--- src/tsm_pkg.sv ---
// Constants, register map and types for the test-signal observation mux
package tsm_pkg;

  localparam int TSM_ADDR_W = 8;
  localparam int TSM_DATA_W = 32;

  // Register byte offsets
  localparam logic [TSM_ADDR_W-1:0] TSM_OFS_CTRL = 8'h00;
  localparam logic [TSM_ADDR_W-1:0] TSM_OFS_DIGI = 8'h04;
  localparam logic [TSM_ADDR_W-1:0] TSM_OFS_ANA = 8'h08;
  localparam logic [TSM_ADDR_W-1:0] TSM_OFS_STAT = 8'h0C;

  // Control register layout
  localparam int CTRL_ROUTE_BIT = 0;
  localparam int CTRL_SRC_LSB = 1;
  localparam int CTRL_SRC_W = 3;

  // Digital probe register: full byte kept, field is the low seven bits
  localparam int DIGI_REG_W = 8;
  localparam int DIGI_FIELD_W = 7;

  // Analog probe field
  localparam int ANA_FIELD_W = 5;
  localparam int ANA_NODES = 13;

  // Status register layout
  localparam int STAT_OUT_BIT = 0;
  localparam int STAT_RATE_BIT = 1;
  localparam int STAT_DIGI_ACT_BIT = 2;
  localparam int STAT_DIGI_KNOWN_BIT = 3;
  localparam int STAT_ANA_RSVD_BIT = 4;
  localparam int STAT_BLOCKED_BIT = 5;
  localparam int STAT_SRC_RSVD_BIT = 6;

  // Reset values
  localparam logic [CTRL_SRC_W-1:0] SRC_RESET = 3'h0;
  localparam logic [DIGI_REG_W-1:0] DIGI_RESET = 8'h00;
  localparam logic [ANA_FIELD_W-1:0] ANA_RESET = 5'h00;

  // Digital probe codes
  localparam logic [DIGI_REG_W-1:0] DIGI_NONE = 8'h00;
  localparam logic [DIGI_REG_W-1:0] DIGI_RX_VALUE = 8'hF4;
  localparam logic [DIGI_REG_W-1:0] DIGI_RX_QUAL = 8'hE4;
  localparam logic [DIGI_REG_W-1:0] DIGI_RX_COLL = 8'hD4;
  localparam logic [DIGI_REG_W-1:0] DIGI_SER_CLK = 8'hC4;
  localparam logic [DIGI_REG_W-1:0] DIGI_HOST_RD = 8'hB5;
  localparam logic [DIGI_REG_W-1:0] DIGI_HOST_WR = 8'hA5;
  localparam logic [DIGI_REG_W-1:0] DIGI_CARRIER = 8'h96;
  localparam logic [DIGI_REG_W-1:0] DIGI_PSK_OUT = 8'h83;
  localparam logic [DIGI_REG_W-1:0] DIGI_PSK_AMP = 8'hE2;

  localparam int DIGI_CODE_COUNT = 9;
  // Index i of this table selects bit i of the probe signal vector
  localparam logic [DIGI_REG_W-1:0] DIGI_CODES [DIGI_CODE_COUNT] = '{
    DIGI_RX_VALUE, DIGI_RX_QUAL, DIGI_RX_COLL, DIGI_SER_CLK, DIGI_HOST_RD,
    DIGI_HOST_WR, DIGI_CARRIER, DIGI_PSK_OUT, DIGI_PSK_AMP};

  typedef enum logic [CTRL_SRC_W-1:0] {
    SRC_LOW,
    SRC_HIGH,
    SRC_ENVELOPE,
    SRC_TX_NRZ,
    SRC_MANCH_SUBC,
    SRC_MANCH,
    SRC_RSVD_A,
    SRC_RSVD_B
  } tsm_mux_src_t;

  typedef struct packed {
    logic route;
    logic [CTRL_SRC_W-1:0] srcSel;
    logic [DIGI_REG_W-1:0] digiSel;
    logic [ANA_FIELD_W-1:0] anaSel;
    logic testOut;
    logic [ANA_NODES-1:0] anaEn;
    logic blockedSeen;
    logic [TSM_DATA_W-1:0] rdata;
  } tsm_state_t;

endpackage : tsm_pkg

--- src/tsm_digital_sel.sv ---
// Decoder that picks one digital probe signal by its code
`timescale 1ns/10ps
module tsm_digital_sel (
  input wire logic [tsm_pkg::DIGI_REG_W-1:0] probeCode,
  input wire logic [tsm_pkg::DIGI_CODE_COUNT-1:0] probeSignals,
  output logic probeBit,
  output logic probeKnown
);
  import tsm_pkg::*;

  logic [DIGI_CODE_COUNT-1:0] codeHit;

  genvar i;
  generate
    for (i = 0; i < DIGI_CODE_COUNT; i++) begin : g_code
      assign codeHit[i] = (probeCode == DIGI_CODES[i]);
    end
  endgenerate

  // Codes are distinct, so at most one hit; unknown codes give low
  assign probeBit = |(codeHit & probeSignals);
  assign probeKnown = |codeHit;

endmodule : tsm_digital_sel

--- src/tsm_analog_sel.sv ---
// One-hot decoder of the analog probe field onto node switch enables
`timescale 1ns/10ps
module tsm_analog_sel (
  input wire logic [tsm_pkg::ANA_FIELD_W-1:0] anaField,
  output logic [tsm_pkg::ANA_NODES-1:0] nodeEnable,
  output logic anaReserved
);
  import tsm_pkg::*;

  genvar i;
  generate
    for (i = 0; i < ANA_NODES; i++) begin : g_node
      assign nodeEnable[i] = (anaField == ANA_FIELD_W'(i));
    end
  endgenerate

  // Reserved values close every switch so no node reaches the pin
  assign anaReserved = ~|nodeEnable;

endmodule : tsm_analog_sel

--- src/tsm_top.sv ---
// Test-signal observation mux with APB register access
//
// Behaviour
// - Route low: test output follows 3-bit source select; 110 and 111 reserved.
// - Manchester selections pass only at 106 kBd type A; otherwise held low.
// - Route high with a nonzero probe code: digital probe signal drives output, source select ignored.
// - Probe code F4h selects received data bit.
// - Probe code E4h selects received bit qualifier.
// - Probe code D4h selects bit collision indicator.
// - Probe code C4h selects serial bit clock of encoder or receiver.
// - Codes B5h and A5h select synchronized host read and write strobes.
// - Code 96h selects core carrier clock; 83h selects PSK demodulator output.
// - Code E2h selects PSK amplitude detected indicator.
// - Probe code 00h: output follows source select even with route high.
// - 5-bit analog field picks node 0 to C; D to 1F reserved.
`timescale 1ns/10ps
module tsm_top (
  input wire logic clk,
  input wire logic arst_n,
  input wire logic psel,
  input wire logic penable,
  input wire logic pwrite,
  input wire logic [tsm_pkg::TSM_ADDR_W-1:0] paddr,
  input wire logic [tsm_pkg::TSM_DATA_W-1:0] pwdata,
  output logic [tsm_pkg::TSM_DATA_W-1:0] prdata,
  output logic pready,
  output logic pslverr,
  input wire logic rate106TypeA,
  input wire logic envelope,
  input wire logic txNrz,
  input wire logic manchSubcarrier,
  input wire logic manchester,
  input wire logic rxBitValue,
  input wire logic rxBitQualifier,
  input wire logic rxBitCollision,
  input wire logic serialBitClock,
  input wire logic hostReadStrobeSynced,
  input wire logic hostWriteStrobeSynced,
  input wire logic coreCarrierClock,
  input wire logic pskDemodOutput,
  input wire logic pskAmplitudeSeen,
  output logic muxTestOut,
  output logic [tsm_pkg::ANA_NODES-1:0] analogNodeEnable
);
  import tsm_pkg::*;

  tsm_state_t state_ff;
  tsm_state_t nxt_state;

  logic setupPhase;
  logic accessPhase;
  logic wrEn;
  logic addrHit;
  logic [TSM_DATA_W-1:0] rdMux;

  tsm_mux_src_t srcSel;
  logic muxBit;
  logic blockedNow;
  logic srcReserved;
  logic digiActive;

  logic [DIGI_CODE_COUNT-1:0] probeVec;
  logic probeBit;
  logic probeKnown;
  logic [ANA_NODES-1:0] anaOneHot;
  logic anaReserved;

  // Bus phases; the slave never inserts wait states
  assign setupPhase = psel & ~penable;
  assign accessPhase = psel & penable;
  assign wrEn = accessPhase & pwrite & addrHit;
  assign pready = 1'b1;
  assign pslverr = accessPhase & ~addrHit;

  always_comb begin
    case (paddr)
      TSM_OFS_CTRL: addrHit = 1'b1;
      TSM_OFS_DIGI: addrHit = 1'b1;
      TSM_OFS_ANA: addrHit = 1'b1;
      TSM_OFS_STAT: addrHit = 1'b1;
      default: addrHit = 1'b0;
    endcase
  end

  // Order of this vector matches the code table in the package
  assign probeVec = {
    pskAmplitudeSeen,
    pskDemodOutput,
    coreCarrierClock,
    hostWriteStrobeSynced,
    hostReadStrobeSynced,
    serialBitClock,
    rxBitCollision,
    rxBitQualifier,
    rxBitValue
  };

  tsm_digital_sel u_digital_sel (
    .probeCode(state_ff.digiSel),
    .probeSignals(probeVec),
    .probeBit(probeBit),
    .probeKnown(probeKnown)
  );

  tsm_analog_sel u_analog_sel (
    .anaField(state_ff.anaSel),
    .nodeEnable(anaOneHot),
    .anaReserved(anaReserved)
  );

  // Digital probe only takes over when routed and a code is set
  assign digiActive = state_ff.route & (state_ff.digiSel != DIGI_NONE);

  // Serial signal switch
  always_comb begin
    srcSel = tsm_mux_src_t'(state_ff.srcSel);
    muxBit = 1'b0;
    blockedNow = 1'b0;
    srcReserved = 1'b0;
    case (srcSel)
      SRC_LOW: begin
        muxBit = 1'b0;
      end
      SRC_HIGH: begin
        muxBit = 1'b1;
      end
      SRC_ENVELOPE: begin
        muxBit = envelope;
      end
      SRC_TX_NRZ: begin
        muxBit = txNrz;
      end
      SRC_MANCH_SUBC: begin
        // Decoder output is meaningless at other rates, so hold it low
        muxBit = manchSubcarrier & rate106TypeA;
        blockedNow = ~rate106TypeA;
      end
      SRC_MANCH: begin
        muxBit = manchester & rate106TypeA;
        blockedNow = ~rate106TypeA;
      end
      default: begin
        // Reserved sources give a quiet low pin
        muxBit = 1'b0;
        srcReserved = 1'b1;
      end
    endcase
  end

  // Read-back image
  always_comb begin
    rdMux = '0;
    case (paddr)
      TSM_OFS_CTRL: begin
        rdMux[CTRL_ROUTE_BIT] = state_ff.route;
        rdMux[CTRL_SRC_LSB +: CTRL_SRC_W] = state_ff.srcSel;
      end
      TSM_OFS_DIGI: begin
        rdMux[DIGI_REG_W-1:0] = state_ff.digiSel;
      end
      TSM_OFS_ANA: begin
        rdMux[ANA_FIELD_W-1:0] = state_ff.anaSel;
      end
      TSM_OFS_STAT: begin
        rdMux[STAT_OUT_BIT] = state_ff.testOut;
        rdMux[STAT_RATE_BIT] = rate106TypeA;
        rdMux[STAT_DIGI_ACT_BIT] = digiActive;
        rdMux[STAT_DIGI_KNOWN_BIT] = probeKnown;
        rdMux[STAT_ANA_RSVD_BIT] = anaReserved;
        rdMux[STAT_BLOCKED_BIT] = state_ff.blockedSeen;
        rdMux[STAT_SRC_RSVD_BIT] = srcReserved;
      end
      default: begin
        rdMux = '0;
      end
    endcase
  end

  always_comb begin
    nxt_state = state_ff;

    if (wrEn) begin
      case (paddr)
        TSM_OFS_CTRL: begin
          nxt_state.route = pwdata[CTRL_ROUTE_BIT];
          nxt_state.srcSel = pwdata[CTRL_SRC_LSB +: CTRL_SRC_W];
        end
        TSM_OFS_DIGI: begin
          // Whole byte kept so codes with the top bit set read back intact
          nxt_state.digiSel = pwdata[DIGI_REG_W-1:0];
        end
        TSM_OFS_ANA: begin
          nxt_state.anaSel = pwdata[ANA_FIELD_W-1:0];
        end
        default: begin
          nxt_state.route = state_ff.route;
        end
      endcase
    end

    // Sticky: software clears by writing one, a new event wins the clear
    if (wrEn && (paddr == TSM_OFS_STAT) && pwdata[STAT_BLOCKED_BIT]) begin
      nxt_state.blockedSeen = 1'b0;
    end
    if (blockedNow && !digiActive) begin
      nxt_state.blockedSeen = 1'b1;
    end

    // Outputs follow the stored selection one edge later
    nxt_state.testOut = digiActive ? probeBit : muxBit;
    nxt_state.anaEn = anaOneHot;

    // Read data is caught in the setup cycle and held through access
    if (setupPhase && !pwrite) begin
      nxt_state.rdata = rdMux;
    end
  end

  always_ff @(posedge clk or negedge arst_n) begin
    if (!arst_n) begin
      state_ff.route <= 1'b0;
      state_ff.srcSel <= SRC_RESET;
      state_ff.digiSel <= DIGI_RESET;
      state_ff.anaSel <= ANA_RESET;
      state_ff.testOut <= 1'b0;
      state_ff.anaEn <= '0;
      state_ff.blockedSeen <= 1'b0;
      state_ff.rdata <= '0;
    end else begin
      state_ff <= nxt_state;
    end
  end

  assign prdata = state_ff.rdata;
  assign muxTestOut = state_ff.testOut;
  assign analogNodeEnable = state_ff.anaEn;

endmodule : tsm_top

--- config.mk ---
export PLATFORM = sky130hd
export DESIGN_NAME = tsm_top
export DESIGN_NICKNAME = d
export VERILOG_FILES = /design/src/tsm_pkg.sv /design/src/tsm_digital_sel.sv /design/src/tsm_analog_sel.sv /design/src/tsm_top.sv
export SDC_FILE = /design/constraint.sdc
export NUM_CORES = 1
export LEC_CHECK = 0
export ABC_AREA = 0
export BUFFER_PORTS_ARGS = -buffer_cell sky130_fd_sc_hd__buf_4
export CELL_PAD_IN_SITES_DETAIL_PLACEMENT = 1
export CELL_PAD_IN_SITES_GLOBAL_PLACEMENT = 1
export CORE_MARGIN = 4
export CORE_UTILIZATION = 37
export DETAILED_ROUTE_END_ITERATION = 6
export PLACE_DENSITY_LB_ADDON = 0.1
export SETUP_SLACK_MARGIN = 0.5
export SYNTH_ARGS = -nofsm -noshare
export SYNTH_HDL_FRONTEND = slang
export SYNTH_SLANG_ARGS = --single-unit
--- constraint.sdc ---
create_clock -name clk -period 3.4 [get_ports clk]
set_input_delay 0 -clock clk [delete_from_list [all_inputs] [get_ports clk]]
set_output_delay 0 -clock clk [all_outputs]
set_load 0.01 [all_outputs]
[Word level (Yosys, flattened, before mapping)]
Index checks and enable logic that the tools add are counted.
Storage, ports and cells
  bits in registers: 40
  input bits: 59
  output and inout port bits: 48
Operators by class
  equality and inequality tests: 29
  multiplexer cells: 11
  bitwise gates (word level): 12
  reduce and logical (&&, ||, !) cells: 21
Operators with widths (count)
  $eq A8 B8 Y1 const B: 9
  $eq A5 B4 Y1 const B: 5
  $eq A5 B3 Y1 const B: 4
  $reduce_or A9 Y1: 2
  $eq A8 B4 Y1 const B: 2
  $pmux W4 S4: 1
  $reduce_or A13 Y1: 1
  $eq A5 B2 Y1 const B: 2
  $and A9 B9 Y9: 1
  $and A1 B1 Y1: 8
  $eq A8 B3 Y1 const B: 1
  $logic_not A8 Y1: 1
  $reduce_bool A8 Y1: 1
  $mux W1: 7
  $eq A3 B2 Y1 const B: 2
  $eq A3 B3 Y1 const B: 2
  $reduce_and A2 Y1: 3
  $reduce_or A6 Y1: 1
  $eq A5 B1 Y1 const B: 1
  $logic_not A5 Y1: 1
  $pmux W1 S5: 1
  $logic_and A1 B1 Y1: 4
  $pmux W2 S2: 1
  $reduce_or A4 Y1: 1
  7 further kinds: 11

[Logic depth before layout (Yosys ltp)]
  word-level depth: 8
  depth in mapped cells: 6

[Hierarchy]
Synthesis repeated with hierarchy kept, for this count alone.
Second synthesis, totals
  cells, all modules: 218
  area total of the unflattened synthesis: 2337.2 µm²
Modules (own cells, without submodules)
  tsm_top: times used 1, cells each 175, area each 2008.2 µm²
  tsm_digital_sel: times used 1, cells each 19, area each 176.4 µm²
  tsm_analog_sel: times used 1, cells each 24, area each 152.6 µm²

[Worst setup path after synthesis]
No wires, ideal clock.
  kind: reg2reg
  from: register state_ff[54] (netlist name)
  to: register state_ff, in the netlist prdata[3]
  setup time: 0.101 ns
  data arrival time: 1.576 ns
  required time: 3.299 ns
  path slack: 1.723 ns
  cell stages (with the launch flop): 6
  path buffers: 1
  clock period less this slack: 1.677 ns
  cell sequence: dfrtp_1 -> buf_2 -> or3b_2 -> a2111oi_0 -> nor3_1 -> o311ai_2
Between the ends
  longest elaborated chain between the ends: 3
  elaborated cells on any way between the ends: 11
RTL lines
  start, declared: line tsm_top.sv:47  | tsm_state_t state_ff;
  start signal, assigned: line tsm_top.sv:230  | state_ff <= nxt_state;
  $eq A8 B8 Y1: line tsm_digital_sel.sv:16  | assign codeHit[i] = (probeCode == DIGI_CODES[i]);
  $reduce_or A9 Y1 *: line tsm_digital_sel.sv:22  | assign probeKnown = |codeHit;
  $pmux W4 S4 *: line tsm_top.sv:153  | case (paddr)
Mark *: on every way between the ends. The rest lies on a longest branch, timed or not.
A chain may end at the register's enable or synchronous reset.

[Final worst setup path]
  from: register state_ff[56] (netlist name)
  to: register state_ff, in the netlist prdata[3]
Same word-level chain as after synthesis.

==> metrics.txt <==
# TYPE chip_impl_metric gauge
chip_impl_metric{name="die_h",unit="um"} 87.9
chip_impl_metric{name="synthArstFlopShare",unit="%"} 100
chip_impl_metric{name="cell_pwr_density",unit="mW/mm^2"} 358
chip_impl_metric{name="fp-row-count",unit=""} 28
chip_impl_metric{name="yosysSeqAreaShare",unit="%"} 42.4
chip_impl_metric{name="worstPathArrival",unit="ps"} 2080
chip_impl_metric{name="reg2regPathDepth",unit=""} 4
chip_impl_metric{name="finalWorstPathRequiredPeriod",unit="ps"} 1890
chip_impl_info{name="rsz0062_at_grt",value="false"} 1
chip_impl_metric{name="clkTransAtPathRegs",unit="ps"} 80
chip_impl_metric{name="insertion_delay",unit="ps"} 290
chip_impl_metric{name="cts.hold.buffers_added",unit=""} 9
chip_impl_metric{name="timing.final.hold_violations",unit=""} 0
chip_impl_metric{name="power.static_leakage",unit="nW"} 1.37
chip_impl_metric{name="grt.met3_usage",unit="%"} 3.20
chip_impl_metric{name="clock_sinks",unit=""} 40
chip_impl_metric{name="peak_supply_drop",unit="mV"} 0.208
chip_impl_info{name="class_of_the_worst_hold_path",value="in2reg"} 1
chip_impl_info{name="cp-start-kind",value="register"} 1
chip_impl_info{name="clk_root_buf",value="sky130_fd_sc_hd__clkbuf_8"} 1
chip_impl_metric{name="grt_start_max_net_pins",unit=""} 41
chip_impl_metric{name="total_routing_usage_reported_by_global_routing",unit="%"} 14.3
chip_impl_metric{name="die_w",unit="um"} 87.9
chip_impl_metric{name="post_cts_buffers",unit=""} 0
chip_impl_metric{name="ys_warn_count",unit=""} 0
chip_impl_metric{name="timing_max_transition_violations_final",unit=""} 0
chip_impl_info{name="yosys.area.top_type",value="sky130_fd_sc_hd__dfrtp_1"} 1
chip_impl_metric{name="num-nets-final",unit=""} 328
chip_impl_info{name="ys_top_cells_by_area",value="sky130_fd_sc_hd__dfrtp_1 (42%), sky130_fd_sc_hd__buf_4 (15%), sky130_fd_sc_hd__mux2_2 (8.1%), sky130_fd_sc_hd__mux2i_1 (3.0%), sky130_fd_sc_hd__nand2_1 (2.7%)"} 1
chip_impl_metric{name="post_drt_via_cell_ratio",unit=""} 4.86
chip_impl_metric{name="post-layout-total-power",unit="mW"} 0.999
chip_impl_metric{name="initial_core_util",unit="%"} 39.0
chip_impl_metric{name="max-clock-path-buffers",unit=""} 2
chip_impl_metric{name="postRouteAntennaNets",unit=""} 0
chip_impl_metric{name="die_outline_area",unit="mm^2"} 0.00773
chip_impl_metric{name="drive_above_1_share",unit="%"} 34.4
chip_impl_metric{name="grt_util_met1",unit="%"} 18.8
chip_impl_metric{name="setup_viol",unit=""} 0
chip_impl_metric{name="tightest_slew",unit="ps"} 510
chip_impl_metric{name="coreArea",unit="mm^2"} 0.00606
chip_impl_metric{name="syn2layout_area_growth",unit="%"} 18.2
chip_impl_metric{name="port_buffers",unit=""} 57
chip_impl_info{name="timing_worst_setup_path_type",value="reg2reg"} 1
chip_impl_metric{name="grt_pass1_vias",unit=""} 1702
chip_impl_metric{name="synth.distinct_cells",unit=""} 50
chip_impl_metric{name="antenna_violations_before_repair",unit=""} 0
chip_impl_metric{name="cts-buffers-inserted",unit=""} 5
chip_impl_metric{name="global_route_wire_length_before_repair",unit="mm"} 8.49
chip_impl_metric{name="global_route.overflow_total",unit=""} 0
chip_impl_metric{name="worstPathMaxFanout",unit=""} 10
chip_impl_metric{name="timing.fmax",unit="MHz"} 529
chip_impl_metric{name="global_routing_usage_on_met2",unit="%"} 24.0
chip_impl_metric{name="dp_slack",unit="ps"} 1390
chip_impl_metric{name="critical_path_required",unit="ps"} 3590
chip_impl_info{name="setup.worst_path.end_class",value="register"} 1
chip_impl_metric{name="drc_errors",unit=""} 0
chip_impl_metric{name="number_of_flops_mapped_to_enable_cells_by_yosys",unit=""} 0
chip_impl_metric{name="dpl.hpwl",unit="mm"} 4.03
chip_impl_metric{name="final_critical_path_setup_slack",unit="ps"} 1510
chip_impl_info{name="hold_path.startpoint",value="paddr[3]"} 1
chip_impl_metric{name="r2r_setup_slack",unit="ps"} 1510
chip_impl_metric{name="post_syn_area",unit="mm^2"} 0.00236
chip_impl_metric{name="drt-initial-drc-count",unit=""} 44
chip_impl_metric{name="synthDominantCellAreaShare",unit="%"} 42.4
chip_impl_info{name="timing.rr.end",value="prdata[3]"} 1
chip_impl_metric{name="clock_skew",unit="ps"} 12.1
chip_impl_metric{name="antenna_cells_inserted",unit=""} 0
chip_impl_info{name="cts_tree",value="built"} 1
chip_impl_metric{name="cells_on_worst_hold_path",unit=""} 2
chip_impl_metric{name="postCtsResizedCells",unit=""} 0
chip_impl_metric{name="syn_inst",unit=""} 229
chip_impl_metric{name="clock_tree.htree_level_count",unit=""} 2
chip_impl_metric{name="routed-via-count",unit=""} 1676
chip_impl_metric{name="i_o_pin_count",unit=""} 107
chip_impl_info{name="globalRoute.busiestLayer",value="met2"} 1
chip_impl_metric{name="finalSetupTns",unit="ps"} 0
chip_impl_info{name="rr_startpoint",value="state_ff[56]"} 1
chip_impl_metric{name="max_slew_margin",unit="%"} 65.9
chip_impl_metric{name="total_of_max_cap_violations",unit=""} 0
chip_impl_info{name="outcome",value="finished, final reports clean"} 1
chip_impl_metric{name="route.detailed.wl_per_inst",unit="um"} 15.4
chip_impl_metric{name="gpl.final_weighted_congestion",unit=""} 0.784
chip_impl_metric{name="flop_and_latch_count_out_of_synthesis",unit=""} 40
chip_impl_metric{name="finalWirelength",unit="mm"} 5.31
chip_impl_info{name="synth_top_flop_cell",value="sky130_fd_sc_hd__dfrtp_1"} 1
chip_impl_info{name="hold_path_end",value="prdata[7]"} 1
chip_impl_metric{name="avgSynthCellArea",unit="um^2"} 10.3
chip_impl_metric{name="period_share",unit="%"} 55.6
chip_impl_metric{name="drt_first_pass_iters",unit=""} 4
worst max-delay path: stages, from the launching register on:
cell and delay, ps:
sky130_fd_sc_hd__dfrtp_1 530, sky130_fd_sc_hd__or3b_2 500, sky130_fd_sc_hd__a2111oi_0 390, sky130_fd_sc_hd__nor3_1 160, sky130_fd_sc_hd__o311ai_2 220
cells in the mapped netlist, drive strengths merged, types with 4 or more instances:
library cell  instances
buf                  49
dfrtp                40
mux2                 17
nand2                17
nor2                 16
clkbuf                7
mux2i                 7
nor3                  7
a21oi                 4
nand2b                4
nand3                 4
nand4                 4
per-layer routing:
metal	wire length (um)	vias up
met2	2560	51
met4	25	0
met1	2420	809
li1	-	814
met3	313	2
met5	0	-
cells by family (layout without fill, tap and decap cells):
logic type      after synthesis  after routing  synth area share (%)
compound gates               27             27                  8.95
flops                        40             40                  42.4
buf+inv                      59             77                  16.9
other cells                   2             25                 0.318
simple gates                 76             76                  19.4
mux                          25             25                  12.0
worst max-delay path by stage:
stage,start,endpoint,slack [ps]
2_1_floorplan,state_ff[54],prdata[3],1720
3_3_place_gp,paddr[5],state_ff[58],1420
3_5_place_dp,paddr[5],state_ff[52],1390
4_1_cts,state_ff[56],prdata[3],1510
5_1_grt,state_ff[56],prdata[3],1370
6_report,state_ff[56],prdata[3],1510
where the power goes:
group	switching, mW	internal [mW]	leakage [nW]	total, mW
Clock	0.166	0.240	0.0614	0.406
Sequential	0.00796	0.483	0.553	0.490
Combinational	0.0531	0.0495	0.760	0.103
per-stage QoR:
stage	area (um^2)	util [%]	hold WS, ps	std cells
after global placement	2580	42.6	7.19	328
after floorplan	2450	-	-296	252
after detailed placement	2580	42.6	7.62	328
after CTS	2790	46.1	35.7	345
final	2790	46.1	40.6	345
after global routing	2790	46.1	41.8	345
flip-flops by register name, indices dropped and copies added (netlist names):
register	cells
srcSel	3
muxTestOut	1
analogNodeEnable	13
state_ff	15
prdata	8
cell type report:
class / instances / area (um^2)
inverters: 3 / 11.3
multi-input cells: 153 / 1050
repair buffers: 66 / 518
well taps: 75 / 93.8
flip-flops and latches: 40 / 1000
fillers: 701 / 3270
clock buffers: 6 / 82.6
clock inverters: 2 / 38.8
placed cells by master (no fill, tap or decap), types with 3 or more instances in the layout:
| cell | Yosys | final |
|---|---|---|
| sky130_fd_sc_hd__inv_1 | 3 | 3 |
| sky130_fd_sc_hd__mux2_2 | 17 | 17 |
| sky130_fd_sc_hd__nand2b_1 | 4 | 4 |
| sky130_fd_sc_hd__nand4_1 | 4 | 4 |
| sky130_fd_sc_hd__o21ai_0 | 3 | 3 |
| sky130_fd_sc_hd__mux2i_1 | 7 | 7 |
| sky130_fd_sc_hd__a21oi_1 | 4 | 4 |
| sky130_fd_sc_hd__nor3_1 | 6 | 6 |
| sky130_fd_sc_hd__a22oi_1 | 3 | 3 |
| sky130_fd_sc_hd__nand3_1 | 3 | 3 |
| sky130_fd_sc_hd__buf_4 | 47 | 57 |
| sky130_fd_sc_hd__nor2_1 | 16 | 16 |
| sky130_fd_sc_hd__conb_1 | 2 | 25 |
| sky130_fd_sc_hd__dfrtp_1 | 40 | 40 |
| sky130_fd_sc_hd__dlygate4sd3_1 | 0 | 9 |
| sky130_fd_sc_hd__nand2_1 | 17 | 17 |
| sky130_fd_sc_hd__nand3b_1 | 3 | 3 |
| sky130_fd_sc_hd__clkbuf_8 | 0 | 6 |
| sky130_fd_sc_hd__a211oi_1 | 3 | 3 |
No activity file was read; power rests on OpenSTA's default activity.
